File: src/tchi_defs.svh
// Offsets, field positions, reset values and encodings of the tape
// control host interface.
// Assumes inclusion by bare name from the design files only.
`ifndef TCHI_DEFS_SVH
`define TCHI_DEFS_SVH

// Register byte offsets on the Avalon slave
`define TCHI_OFS_STATUS 4'h0
`define TCHI_OFS_DATA 4'h4
`define TCHI_OFS_CTRL 4'h8

// Host word bit positions, bit 0 is the most significant line
`define TCHI_GO_BIT 12
`define TCHI_DIR_BIT 13
`define TCHI_MODE_LO 15
`define TCHI_MODE_HI 17
`define TCHI_UNIT_LO 2
`define TCHI_UNIT_HI 5

// Mode encodings
`define TCHI_MODE_MOVE 3'h0
`define TCHI_MODE_SEARCH 3'h1
`define TCHI_MODE_READ 3'h2
`define TCHI_MODE_WRITE 3'h3

// Status register bit positions
`define TCHI_ST_DATA 0
`define TCHI_ST_BLOCK 1
`define TCHI_ST_ERROR 2
`define TCHI_ST_END 3
`define TCHI_ST_MISS 4
`define TCHI_ST_DIR 5
`define TCHI_ST_GO 6
`define TCHI_ST_TRK 7
`define TCHI_ST_UNABLE 8
`define TCHI_ST_WEN 9
`define TCHI_ST_TCLK 10

// Control register write bit that acts as a power clear
`define TCHI_CTRL_CLEAR 0

// Reset and preset values
`define TCHI_WORD_RST 18'h0_0000
`define TCHI_BUS_RST 32'h0000_0000
`define TCHI_WIN_PRESET 4'h0

`endif

File: src/tchi_pkg.sv
// Types shared by the tape control host interface files.
// Assumes no other package.
package tchi_pkg;
	typedef logic [0:17] tchi_word_t;
	typedef logic [2:0] tchi_mode_t;
	typedef logic [0:3] tchi_unit_t;
endpackage : tchi_pkg

File: src/tchi_sync.sv
// Three-stage input synchroniser, one lane per bit.
// Assumes inputs asynchronous to sys_clk; output moves once stages 2 and 3
// agree.
`timescale 1ns/1ps
module tchi_sync #(
	parameter int WIDTH = 1
) (
	input wire logic sys_clk,
	input wire logic rstn,
	input wire logic [WIDTH-1:0] d,
	output logic [WIDTH-1:0] q
);
	genvar gi;
	generate
		for (gi = 0; gi < WIDTH; gi++) begin : g_lane
			logic s1_ff;
			logic s2_ff;
			logic s3_ff;
			logic q_ff;
			logic nxt_q;
			always_comb begin
				nxt_q = q_ff;
				if (s2_ff == s3_ff) begin
					nxt_q = s3_ff;
				end
			end
			always_ff @(posedge sys_clk or negedge rstn) begin
				if (!rstn) begin
					s1_ff <= 1'b0;
					s2_ff <= 1'b0;
					s3_ff <= 1'b0;
					q_ff <= 1'b0;
				end else begin
					s1_ff <= d[gi];
					s2_ff <= s1_ff;
					s3_ff <= s2_ff;
					q_ff <= nxt_q;
				end
			end
			assign q[gi] = q_ff;
		end
	endgenerate
endmodule : tchi_sync

File: src/tchi_top.sv
// Host side of a word-at-a-time tape control: pulse decode, word buffer,
// flags, status levels and an Avalon-MM register slave.
// Assumes host pulses and transport levels are asynchronous pins.
//
// Notes on behaviour
// RULE1: Flag-test pulse split by memory buffer bit 12 into error or data test.
// RULE2: Select/load pulse split by memory buffer bit 12 into select or load.
// RULE3: Data flag test skips only while the data flag is set.
// RULE4: Error flag test skips only while the error flag is set.
// RULE5: Power clear clears select, motion, mode, flags, errors, write enable.
// RULE6: Run level low stops any moving drive.
// RULE7: Data flag sets on search block number or read/write word ready.
// RULE8: Data, block and error flags drive interrupt and skip logic. Here break request uses data and block only, skip data and error only.
// RULE9: Error flag sets on end zone entry or mark-track error.
// RULE10: Error flag sets when a flag comes due before the last cleared.
// RULE11: Error flag sets on write without write switch or bad selection. Here both set it only while the go flip-flop is set.
// RULE12: Block flag sets in read/write mode when checksum word is due.
// RULE13: End status level is high while tape sits in an end zone.
// RULE14: Miss timing sets when a new flag precedes host clearing.
// RULE15: Direction status equals the reverse flip-flop.
// RULE16: Motion status equals the go flip-flop.
// RULE17: Track error status sets on timing or mark-track error.
// RULE18: Unable status high on write switch off or bad selection.
// RULE19: Eighteen output lines carry the data buffer to the host.
// RULE20: Host supplies eighteen input lines for write, select and load.
// RULE21: Track write clock enabled only while its switch is on.
// RULE22: Load takes bit 12 go, bit 13 reverse, bits 15-17 mode.
// RULE23: Host word read or write clears the data flag.
//
// The placing of the registers and the Avalon-MM slave port were chosen for this implementation.
`timescale 1ns/1ps
`include "tchi_defs.svh"
module tchi_top #(
	parameter int WIN_W = 4
) (
	input wire logic sys_clk,
	input wire logic rstn,
	input wire logic shared_flag_test_pulse,
	input wire logic shared_select_load_pulse,
	input wire logic word_read_op,
	input wire logic word_write_op,
	input wire logic power_clear,
	input wire logic run_level,
	input wire logic memory_buffer_bit_decode,
	input wire logic [0:17] input_data_lines,
	input wire logic end_zone_in,
	input wire logic mark_track_error_in,
	input wire logic timing_error_in,
	input wire logic single_unit_ok,
	input wire logic write_switch_on,
	input wire logic block_number_done,
	input wire logic word_ready,
	input wire logic checksum_ready,
	input wire logic [0:17] tape_word,
	input wire logic track_write_clock_switch,
	input wire logic window_tick,
	input wire logic [3:0] avs_address,
	input wire logic avs_read,
	input wire logic avs_write,
	input wire logic [31:0] avs_writedata,
	output logic [31:0] avs_readdata,
	output logic avs_waitrequest,
	output logic [0:17] output_data_lines,
	output logic skip,
	output logic data_flag,
	output logic block_flag,
	output logic error_flag,
	output logic end_status,
	output logic miss_timing,
	output logic direction_status,
	output logic motion_status,
	output logic track_error_status,
	output logic unable_status,
	output logic break_request,
	output logic [0:3] unit_select,
	output logic [2:0] mode,
	output logic write_enable,
	output logic track_write_clk_en,
	output logic [WIN_W-1:0] window_counter
);
	localparam int NPIN = 17;
	localparam int NSYNC = NPIN + 36;
	localparam logic [WIN_W-1:0] WIN_PRESET = WIN_W'(`TCHI_WIN_PRESET);
	localparam logic [WIN_W-1:0] WIN_ONE = WIN_W'(1);

	logic [NSYNC-1:0] sync_d;
	logic [NSYNC-1:0] sync_q;
	logic [NPIN-1:0] pin_q;
	logic [NPIN-1:0] prev_ff;
	logic [NPIN-1:0] rise;
	tchi_pkg::tchi_word_t host_word;
	tchi_pkg::tchi_word_t tape_q;

	assign sync_d = {input_data_lines, tape_word, window_tick,
		track_write_clock_switch, checksum_ready, word_ready,
		block_number_done, write_switch_on, single_unit_ok,
		timing_error_in, mark_track_error_in, end_zone_in,
		memory_buffer_bit_decode, run_level, power_clear, word_write_op,
		word_read_op, shared_select_load_pulse, shared_flag_test_pulse};

	tchi_sync #(
		.WIDTH(NSYNC)
	) u_sync (
		.sys_clk(sys_clk),
		.rstn(rstn),
		.d(sync_d),
		.q(sync_q)
	);

	assign pin_q = sync_q[NPIN-1:0];
	assign tape_q = sync_q[NPIN+17:NPIN];
	assign host_word = sync_q[NSYNC-1:NPIN+18];
	assign rise = pin_q & ~prev_ff;

	// Bus side state
	logic wait_ff;
	logic nxt_wait;
	logic [31:0] rdata_ff;
	logic [31:0] nxt_rdata;
	logic soft_clear_ff;
	logic nxt_soft_clear;

	// Control side state
	tchi_pkg::tchi_word_t buf_ff;
	tchi_pkg::tchi_word_t nxt_buf;
	tchi_pkg::tchi_unit_t unit_ff;
	tchi_pkg::tchi_unit_t nxt_unit;
	tchi_pkg::tchi_mode_t mode_ff;
	tchi_pkg::tchi_mode_t nxt_mode;
	logic go_ff;
	logic nxt_go;
	logic dir_ff;
	logic nxt_dir;
	logic dflag_ff;
	logic nxt_dflag;
	logic bflag_ff;
	logic nxt_bflag;
	logic eflag_ff;
	logic nxt_eflag;
	logic miss_ff;
	logic nxt_miss;
	logic trk_err_ff;
	logic nxt_trk_err;
	logic wen_ff;
	logic nxt_wen;
	logic skip_ff;
	logic nxt_skip;
	logic end_ff;
	logic nxt_end;
	logic unable_ff;
	logic nxt_unable;
	logic brk_ff;
	logic nxt_brk;
	logic tclk_ff;
	logic nxt_tclk;
	logic [WIN_W-1:0] win_ff;
	logic [WIN_W-1:0] nxt_win;

	// Named views of the synchronised pins
	logic flag_rise;
	logic sel_rise;
	logic rd_rise;
	logic wr_rise;
	logic pclr_rise;
	logic run_lvl;
	logic bit_sel;
	logic end_lvl;
	logic end_rise;
	logic trk_rise;
	logic tim_rise;
	logic single_ok;
	logic wsw_on;
	logic blkno_rise;
	logic word_rise;
	logic cksum_rise;
	logic tsw_lvl;
	logic win_rise;

	assign flag_rise = rise[0];
	assign sel_rise = rise[1];
	assign rd_rise = rise[2];
	assign wr_rise = rise[3];
	assign pclr_rise = rise[4];
	assign run_lvl = pin_q[5];
	assign bit_sel = pin_q[6];
	assign end_lvl = pin_q[7];
	assign end_rise = rise[7];
	assign trk_rise = rise[8];
	assign tim_rise = rise[9];
	assign single_ok = pin_q[10];
	assign wsw_on = pin_q[11];
	assign blkno_rise = rise[12];
	assign word_rise = rise[13];
	assign cksum_rise = rise[14];
	assign tsw_lvl = pin_q[15];
	assign win_rise = rise[16];

	// Decoded operations
	logic ef_op;
	logic df_op;
	logic sel_op;
	logic lc_op;
	logic any_clear;
	logic search_md;
	logic rw_md;
	logic data_evt;
	logic blk_evt;
	logic unable_now;

	always_comb begin
		ef_op = flag_rise & bit_sel; // RULE1
		df_op = flag_rise & ~bit_sel; // RULE1
		sel_op = sel_rise & bit_sel; // RULE2
		lc_op = sel_rise & ~bit_sel; // RULE2
		any_clear = pclr_rise | soft_clear_ff;
		search_md = (mode_ff == `TCHI_MODE_SEARCH);
		rw_md = (mode_ff == `TCHI_MODE_READ) |
			(mode_ff == `TCHI_MODE_WRITE);
		data_evt = (search_md & blkno_rise) | (rw_md & word_rise); // RULE7
		blk_evt = rw_md & cksum_rise; // RULE12
		unable_now = ~single_ok |
			((mode_ff == `TCHI_MODE_WRITE) & ~wsw_on); // RULE11
	end

	always_comb begin
		nxt_buf = buf_ff;
		nxt_unit = unit_ff;
		nxt_mode = mode_ff;
		nxt_go = go_ff;
		nxt_dir = dir_ff;
		nxt_dflag = dflag_ff;
		nxt_bflag = bflag_ff;
		nxt_eflag = eflag_ff;
		nxt_miss = miss_ff;
		nxt_trk_err = trk_err_ff;
		nxt_wen = wen_ff;
		nxt_win = win_ff;
		nxt_skip = (df_op & dflag_ff) | (ef_op & eflag_ff); // RULE3 RULE4
		nxt_end = end_lvl; // RULE13
		nxt_unable = ~single_ok | ~wsw_on; // RULE18
		nxt_tclk = tsw_lvl; // RULE21
		if (sel_op) begin
			nxt_unit = host_word[`TCHI_UNIT_LO:`TCHI_UNIT_HI]; // RULE20
		end
		if (lc_op) begin
			nxt_go = host_word[`TCHI_GO_BIT]; // RULE22
			nxt_dir = host_word[`TCHI_DIR_BIT]; // RULE22
			nxt_mode = host_word[`TCHI_MODE_LO:`TCHI_MODE_HI]; // RULE22
			nxt_wen = (host_word[`TCHI_MODE_LO:`TCHI_MODE_HI] ==
				`TCHI_MODE_WRITE) & wsw_on;
			nxt_eflag = 1'b0;
			nxt_miss = 1'b0;
			nxt_trk_err = 1'b0;
		end
		if (!run_lvl) begin
			nxt_go = 1'b0; // RULE6
		end
		// Host service acknowledges the word, flags then may set again
		if (rd_rise | wr_rise) begin
			nxt_dflag = 1'b0; // RULE23
			nxt_bflag = 1'b0;
		end
		if (wr_rise) begin
			nxt_buf = host_word; // RULE20
		end else if (data_evt & (mode_ff != `TCHI_MODE_WRITE)) begin
			nxt_buf = tape_q;
		end
		if (data_evt) begin
			nxt_dflag = 1'b1; // RULE7
		end
		if (blk_evt) begin
			nxt_bflag = 1'b1; // RULE12
		end
		if ((data_evt | blk_evt) & (dflag_ff | bflag_ff)) begin
			nxt_miss = 1'b1; // RULE14
			nxt_eflag = 1'b1; // RULE10
		end
		if (end_rise | trk_rise) begin
			nxt_eflag = 1'b1; // RULE9
		end
		if (trk_rise | tim_rise) begin
			nxt_trk_err = 1'b1; // RULE17
		end
		if (unable_now & go_ff) begin
			nxt_eflag = 1'b1; // RULE11
		end
		if (win_rise) begin
			nxt_win = win_ff + WIN_ONE;
		end
		if (any_clear) begin
			nxt_unit = '0; // RULE5
			nxt_go = 1'b0; // RULE5
			nxt_dir = 1'b0;
			nxt_mode = `TCHI_MODE_MOVE; // RULE5
			nxt_dflag = 1'b0; // RULE5
			nxt_bflag = 1'b0; // RULE5
			nxt_eflag = 1'b0; // RULE5
			nxt_miss = 1'b0; // RULE5
			nxt_trk_err = 1'b0; // RULE5
			nxt_wen = 1'b0; // RULE5
			nxt_win = WIN_PRESET; // RULE5
		end
		nxt_brk = nxt_dflag | nxt_bflag; // RULE8
	end

	always_ff @(posedge sys_clk or negedge rstn) begin
		if (!rstn) begin
			prev_ff <= '0;
			buf_ff <= `TCHI_WORD_RST;
			unit_ff <= '0;
			mode_ff <= `TCHI_MODE_MOVE;
			go_ff <= 1'b0;
			dir_ff <= 1'b0;
			dflag_ff <= 1'b0;
			bflag_ff <= 1'b0;
			eflag_ff <= 1'b0;
			miss_ff <= 1'b0;
			trk_err_ff <= 1'b0;
			wen_ff <= 1'b0;
			skip_ff <= 1'b0;
			end_ff <= 1'b0;
			unable_ff <= 1'b0;
			brk_ff <= 1'b0;
			tclk_ff <= 1'b0;
			win_ff <= WIN_PRESET;
		end else begin
			prev_ff <= pin_q;
			buf_ff <= nxt_buf;
			unit_ff <= nxt_unit;
			mode_ff <= nxt_mode;
			go_ff <= nxt_go;
			dir_ff <= nxt_dir;
			dflag_ff <= nxt_dflag;
			bflag_ff <= nxt_bflag;
			eflag_ff <= nxt_eflag;
			miss_ff <= nxt_miss;
			trk_err_ff <= nxt_trk_err;
			wen_ff <= nxt_wen;
			skip_ff <= nxt_skip;
			end_ff <= nxt_end;
			unable_ff <= nxt_unable;
			brk_ff <= nxt_brk;
			tclk_ff <= nxt_tclk;
			win_ff <= nxt_win;
		end
	end

	// Avalon slave: one wait cycle, answer on the second cycle
	logic [31:0] status_word;
	logic [31:0] ctrl_word;

	always_comb begin
		status_word = `TCHI_BUS_RST;
		status_word[`TCHI_ST_DATA] = dflag_ff;
		status_word[`TCHI_ST_BLOCK] = bflag_ff;
		status_word[`TCHI_ST_ERROR] = eflag_ff;
		status_word[`TCHI_ST_END] = end_ff;
		status_word[`TCHI_ST_MISS] = miss_ff;
		status_word[`TCHI_ST_DIR] = dir_ff;
		status_word[`TCHI_ST_GO] = go_ff;
		status_word[`TCHI_ST_TRK] = trk_err_ff;
		status_word[`TCHI_ST_UNABLE] = unable_ff;
		status_word[`TCHI_ST_WEN] = wen_ff;
		status_word[`TCHI_ST_TCLK] = tclk_ff;
		ctrl_word = {21'h00_0000, unit_ff, mode_ff, dir_ff, go_ff, 2'h0};
	end

	always_comb begin
		nxt_wait = 1'b1;
		nxt_rdata = rdata_ff;
		nxt_soft_clear = 1'b0;
		if (wait_ff & (avs_read | avs_write)) begin
			nxt_wait = 1'b0;
			nxt_rdata = `TCHI_BUS_RST;
			if (avs_read) begin
				case (avs_address)
					`TCHI_OFS_STATUS: begin
						nxt_rdata = status_word;
					end
					`TCHI_OFS_DATA: begin
						nxt_rdata = {14'h0000, buf_ff};
					end
					`TCHI_OFS_CTRL: begin
						nxt_rdata = ctrl_word;
					end
					default: begin
						nxt_rdata = `TCHI_BUS_RST;
					end
				endcase
			end
		end
		if (!wait_ff & avs_write & (avs_address == `TCHI_OFS_CTRL)) begin
			nxt_soft_clear = avs_writedata[`TCHI_CTRL_CLEAR]; // RULE5
		end
	end

	always_ff @(posedge sys_clk or negedge rstn) begin
		if (!rstn) begin
			wait_ff <= 1'b1;
			rdata_ff <= `TCHI_BUS_RST;
			soft_clear_ff <= 1'b0;
		end else begin
			wait_ff <= nxt_wait;
			rdata_ff <= nxt_rdata;
			soft_clear_ff <= nxt_soft_clear;
		end
	end

	assign avs_readdata = rdata_ff;
	assign avs_waitrequest = wait_ff;
	assign output_data_lines = buf_ff; // RULE19
	assign skip = skip_ff;
	assign data_flag = dflag_ff; // RULE8
	assign block_flag = bflag_ff; // RULE8
	assign error_flag = eflag_ff; // RULE8
	assign end_status = end_ff;
	assign miss_timing = miss_ff;
	assign direction_status = dir_ff; // RULE15
	assign motion_status = go_ff; // RULE16
	assign track_error_status = trk_err_ff; // RULE17
	assign unable_status = unable_ff;
	assign break_request = brk_ff;
	assign unit_select = unit_ff;
	assign mode = mode_ff;
	assign write_enable = wen_ff;
	assign track_write_clk_en = tclk_ff;
	assign window_counter = win_ff;
endmodule : tchi_top

File: config.mk
export PLATFORM = sky130hd
export DESIGN_NAME = tchi_top
export DESIGN_NICKNAME = d
export VERILOG_FILES = /design/src/tchi_pkg.sv /design/src/tchi_sync.sv /design/src/tchi_top.sv
export VERILOG_INCLUDE_DIRS = /design/src
export SDC_FILE = /design/constraint.sdc
export NUM_CORES = 1
export LEC_CHECK = 0
export ABC_AREA = 1
export BUFFER_PORTS_ARGS = -buffer_cell sky130_fd_sc_hd__buf_4
export CAP_MARGIN = 20
export CORE_MARGIN = 10
export CORE_UTILIZATION = 59
export DETAILED_ROUTE_END_ITERATION = 7
export GPL_ROUTABILITY_DRIVEN = 0
export PLACE_DENSITY = 0.88
export SETUP_SLACK_MARGIN = 0.3
export SLEW_MARGIN = 5
export SYNTH_ARGS = -nofsm -noshare
export SYNTH_HDL_FRONTEND = slang
export SYNTH_SLANG_ARGS = --single-unit
export TNS_END_PERCENT = 1
File: constraint.sdc
create_clock -name sys_clk -period 1.7 [get_ports sys_clk]
set_input_delay 0.34 -clock sys_clk [delete_from_list [all_inputs] [get_ports sys_clk]]
set_output_delay 0.34 -clock sys_clk [all_outputs]
set_load 0.02 [all_outputs]
==> results of run 1 <==
## metrics by stage
| step | total power, mW | instances |
|---|---|---|
| global placement | 9.66 | 1027 |
| detailed placement | 9.76 | 1027 |
| floorplan | 8.74 | 708 |
| CTS | 15.8 | 1133 |
| finish | 15.7 | 1134 |
| global route | 16.3 | 1134 |
## how the worst min path moves through the flow
stage	start	cells past startpoint	slack, ns	end
2_1_floorplan	rstn	0	0.04	avs_readdata[0]
3_3_place_gp	rstn	1	0.22	u_sync.g_lane[12].s1_ff
3_5_place_dp	rstn	1	0.22	u_sync.g_lane[12].s1_ff
4_1_cts	avs_writedata[0]	3	0.11	soft_clear_ff
5_1_grt	avs_writedata[0]	3	0.11	soft_clear_ff
6_report	avs_writedata[0]	3	0.12	soft_clear_ff
## repair_timing
item | in CTS | in global routing
hold buffers | 54 | 0
setup buffers | 2 | 1
endpoints found under the setup margin | 103 | 108
resized for setup | 4 | 3
cloned | 0 | 0
hold endpoints to repair | 228 | 0
pin swaps | 1 | 1
## sequential cells by signal, summed over array words and instances, names as in the netlist, 3 cells and up
register,flops
avs_readdata,18
prev_ff,13
unit_select,4
u_sync.g_lane.s3_ff,53
u_sync.g_lane.s1_ff,53
u_sync.g_lane.s2_ff,53
u_sync.g_lane.q_ff,53
window_counter,4
output_data_lines,18
mode,3
## power groups by stage
stage | Sequential (mW) | Combinational [mW] | Clock [mW]
floorplan | 8.08 | 0.660 | 0
global placement | 7.91 | 1.75 | 0
detailed placement | 7.94 | 1.82 | 0
CTS | 7.84 | 1.97 | 5.99
global route | 7.91 | 2.14 | 6.29
finish | 7.85 | 1.98 | 5.91
## layout by cell type (no fill, tap or decap), types with 2 or more instances in the layout
cell type and count:
a21oi_1 6, buf_12 6, buf_4 132, buf_6 2, bufinv_16 2, clkbuf_1 5, clkbuf_16 27, clkbuf_8 2
clkinv_2 8, clkinv_4 3, conb_1 14, dfrtp_1 282, dfrtp_2 2, dlygate4sd3_1 54, inv_1 41, maj3_1 53
nand2_1 134, nand2_2 2, nand2_4 2, nand3_1 70, nand4_1 2, nor2_1 19, nor2_2 3, o21ai_0 34
o22ai_1 3, or2_2 2
## routing by layer
metal / vias to the layer above / routed length, um
met5: - / 0
li1: 2644 / -
met1: 2890 / 8210
met4: 0 / 1110
met3: 72 / 1190
met2: 264 / 10400
## final cells by class
| class | instances | share of cell area |
|---|---|---|
| clock inverters | 16 | 0.0142 |
| inverters | 42 | 0.0131 |
| repair buffers | 195 | 0.141 |
| clock buffers | 34 | 0.0601 |
| flip-flops and latches | 285 | 0.594 |
| multi-input cells | 351 | 0.155 |
| well taps | 211 | 0.0220 |
## worst reg2reg max path, stage by stage (launching register included)
cell	delay (ns)
dfrtp_1	0.41
inv_1	0.14
nand3_2	0.17
or2_2	0.40
o22ai_1	0.25
## logic make-up after synthesis
group / after synthesis / synth area share
compound gates: 45 / 0.0249
buf+inv: 72 / 0.0369
other cells: 1 / 0.000404
simple gates: 238 / 0.111
flops: 285 / 0.769
fa+ha+maj: 54 / 0.0585
==> results.cfg, run 1 <==
[drt]
wl_per_cell_um = 18.4
first_iter_violations = 423
wl_um = 20900
ant_nets = 0
vias = 5870
vias_per_cell = 5.18
dr.pass1.iters = 5
drc = 0

[logic_synthesis]
synth_cells = 695
yosysTopAreaCellShare = 0.766
syn_area_per_cell_um2 = 13.4
ys_seq_area_frac = 0.769
syn_area_um2 = 9280
yosysWarnings = 0
synth_top_cells_by_count = 284 x dfrtp_1, 134 x nand2_1, 71 x nand3_1
ys_async_sr_fraction = 1.00
netlist_top_cells_area = dfrtp_1 77%, maj3_1 5.7%, nand2_1 5.4%, nand3_1 3.8%, o21ai_0 1.9%
ys_ff_latch = 285
yosysMostFrequentCell = dfrtp_1
synth-edff-count = 0
synth_top_area_cell = dfrtp_1
synth.distinct_cells = 26
synth-main-ff-cell = dfrtp_1

[placement]
portBuffers = 122
place_area_um2 = 10500
dp_hpwl_um = 13100
dp_slack_ns = 0.0625

[cells_and_area]
layout-drive-gt1-share = 0.218
nNetsFinal = 996
design_area_um2 = 12000
multi_input_area_um2 = 1870
nFillCells = 887
post-route-util = 0.784
areaGrowthSynthToFinish_pct = 29.4
insertedDiodeCount = 0
seq_area_um2 = 7140

[sta]
min_period_ns = 1.54
setup_violations = 0
finalHoldViolCount = 0
fmax_mhz = 651
slew_violations = 0
grt_setup_unrepaired = yes
whs_ns = 0.116
layout_setup_ws_ns = 0.163
fin_worst_skew_ns = 0.00989
setup_tns_ns = 0
worst_pin_slew_ns = 0.562
timing.final.crit_share = 0.904
slew_headroom = 0.624

[setup_path]
slowest_stage = dfstp_2
timing.rr.end = mode[1]
rr_worst_depth = 4
crit_path_start_kind = flop
path_class = flop to primary output
crit_chain = buf_6
slowest_delay_ns = 0.55
path_delay_family = flip-flops
worstPathArrival_ns = 1.20
crit_cells = 1
endpoint = avs_waitrequest
r2r_slack_ns = 0.22
critPathBufInv = 1
worstPathMaxFanout = 3
r2r_start = u_sync.g_lane[6].q_ff
crit_path_start = avs_waitrequest
cp.required_ns = 1.36
end_kind = primary output

[global_routing]
grt_use_total = 0.197
use_met2 = 0.324
top_usage_layer = met2
antenna_found_initial = 0
grt_max_degree = 65
grt_overflow = 0
grt_util_met3 = 0.0410
met1_usage = 0.243
first_global_vias = 6441
grt_pass1_wl_um = 34200

[floorplan]
floorplan.core_area_um2 = 15300
die_width_um = 145
start_util = 0.606
die_h_um = 145
dieArea_um2 = 21100
fp-row-count = 45
ioPinCount = 168

[cts]
cts_buffer_depth = 3
path_clk_slew_ns = 0.06
cts_tree = yes
cts_max_level = 1
clk_latency_ns = 0.53
clockRootBuffer = clkbuf_16
cts.sinks = 285
numCtsBuffers = 27

[power_and_ir_drop]
switchingPower_mw = 4.18
power_density_nw_per_um2 = 1310
p_leak_nw = 5.81
p_seq_frac = 0.499
combPwrFrac = 0.126
power_frac_clock = 0.375
swShare = 0.266
vdd_ir_drop_max_uv = 994
p_int_mw = 11.6

[hold_path]
hp-class = input port to flop

[outcome]
outcome = finished, final reports clean

[run]
max_cap_viol_count = 0
(Power assumes the default switching activity.)
==> inputs of run 2 (changes only) <==
BUFFER_PORTS_ARGS = -buffer_cell sky130_fd_sc_hd__buf_2   (was -buffer_cell sky130_fd_sc_hd__buf_4)
==> results.cfg, run 2 (synthesis gave the netlist of run 1 again) <==
[sta]
timing.final.crit_share = 0.896
fmax_mhz = 657
slew_violations = 0
fin_worst_skew_ns = 0.00977
min_period_ns = 1.52
setup_tns_ns = 0
slew_headroom = 0.612
worst_pin_slew_ns = 0.580
grt_setup_unrepaired = yes
finalHoldViolCount = 0
setup_violations = 0
layout_setup_ws_ns = 0.177

[floorplan]
die_h_um = 145
start_util = 0.606
floorplan.core_area_um2 = 15300
dieArea_um2 = 21100
die_width_um = 145
fp-row-count = 45
ioPinCount = 168

[placement]
dp_slack_ns = -0.0211
dp_hpwl_um = 13000
portBuffers = 122
placed_cells = 1023

[setup_path]
slowest_stage = dfstp_2
path_delay_family = flip-flops
path_class = flop to primary output
end_kind = primary output
cp.required_ns = 1.36
r2r_slack_ns = 0.28
worstPathArrival_ns = 1.18
crit_cells = 1
critPathBufInv = 1
worstPathMaxFanout = 3
crit_path_start_kind = flop
rr_worst_depth = 8
crit_chain = buf_6
slowest_delay_ns = 0.55

[global_routing]
first_global_vias = 6165
antenna_found_initial = 0
grt_overflow = 0
grt_use_total = 0.189
grt_pass1_wl_um = 32700
grt_max_degree = 56

[cells_and_area]
layoutNonFillerInstCount = 1126
insertedDiodeCount = 0
nNetsFinal = 990
layout_commonest_cell = dfrtp_1
layout-drive-gt1-share = 0.211
layout_common_cells = 282 x dfrtp_1, 134 x nand2_1, 120 x buf_2, 71 x nand3_1, 54 x dlygate4sd3_1
areaGrowthSynthToFinish_pct = 26.1
nFillCells = 951

[cts]
cts_tree = yes
path_clk_slew_ns = 0.06
cts.sinks = 285
clockRootBuffer = clkbuf_16
cts_buffer_depth = 3
numCtsBuffers = 27
clk_latency_ns = 0.53
cts_max_level = 1

[hold_path]
hp-class = input port to flop
worstHoldPathCells = 3

[drt]
wl_um = 19900
ant_nets = 0
vias_per_cell = 5.11
dr.pass1.iters = 7
first_iter_violations = 421
drc = 0
vias = 5752
wl_per_cell_um = 17.7

[power_and_ir_drop]
vdd_ir_drop_max_uv = 905
total_power_mw = 15.7
p_leak_nw = 5.73
power_density_nw_per_um2 = 1340

[run]
max_cap_viol_count = 0

[outcome]
outcome = finished, final reports clean
-- run 2: what timing repair did --
item,CTS,global route
hold endpoints to repair,95,0
endpoints found under the setup margin,97,106
buffers inserted,0,1
resized for setup,4,3
hold buffers,54,0
-- run 2: layout make-up --
cell class	count	area (um^2)	share of cell area
clock inverter	7	106	0.00909
multi-input combinational	351	1870	0.160
timing repair buffer	189	1340	0.115
clock buffer	41	828	0.0708
tap	211	264	0.0226
sequential	285	7140	0.610
inverter	42	158	0.0135
-- run 2: path summary, 6_finish.rpt --
check / end / from
setup / recovery: avs_waitrequest / avs_waitrequest
hold / removal: soft_clear_ff / avs_write
setup reg to reg: output_data_lines[2] / mode[0]
hold reg to reg: u_sync.g_lane[23].s2_ff / u_sync.g_lane[23].s1_ff
max in group asynchronous: avs_waitrequest / rstn
min in group asynchronous: u_sync.g_lane[10].s2_ff / rstn
-- run 2: through the flow --
stage / hold slack [ns] / utilization / area [um^2]
5_1_grt: 0.122 / 0.764 / 11700
2_1_floorplan: 0.0444 / - / 9330
6_report: 0.123 / 0.764 / 11700
4_1_cts: 0.0865 / 0.763 / 11700
3_5_place_dp: 0.273 / 0.666 / 10200
3_3_place_gp: 0.269 / 0.666 / 10200
-- run 2: worst reg2reg max path: cells and delay by family (launching register included) --
kind                   cells  cell delay, ns
DFF                        1            0.45
and+or+nand+nor            7            0.82
buffers and inverters      1            0.04
-- run 2: layer usage --
layer  up-vias  part of all wire  wire [um]  GRT usage
li1       2628                 -          -          -
met1      2870              0.40       7930      0.238
met2       204              0.49       9830      0.309
met3        50             0.062       1230     0.0382
met4         0             0.045        897     0.0895
met5         -                 0          0          0
-- run 2: power breakdown --
| part | switching (mW) | internal [mW] |
|---|---|---|
| Combinational | 1.12 | 0.637 |
| Clock | 2.42 | 3.67 |
| Sequential | 0.464 | 7.37 |
| Total | 4.00 | 11.7 |
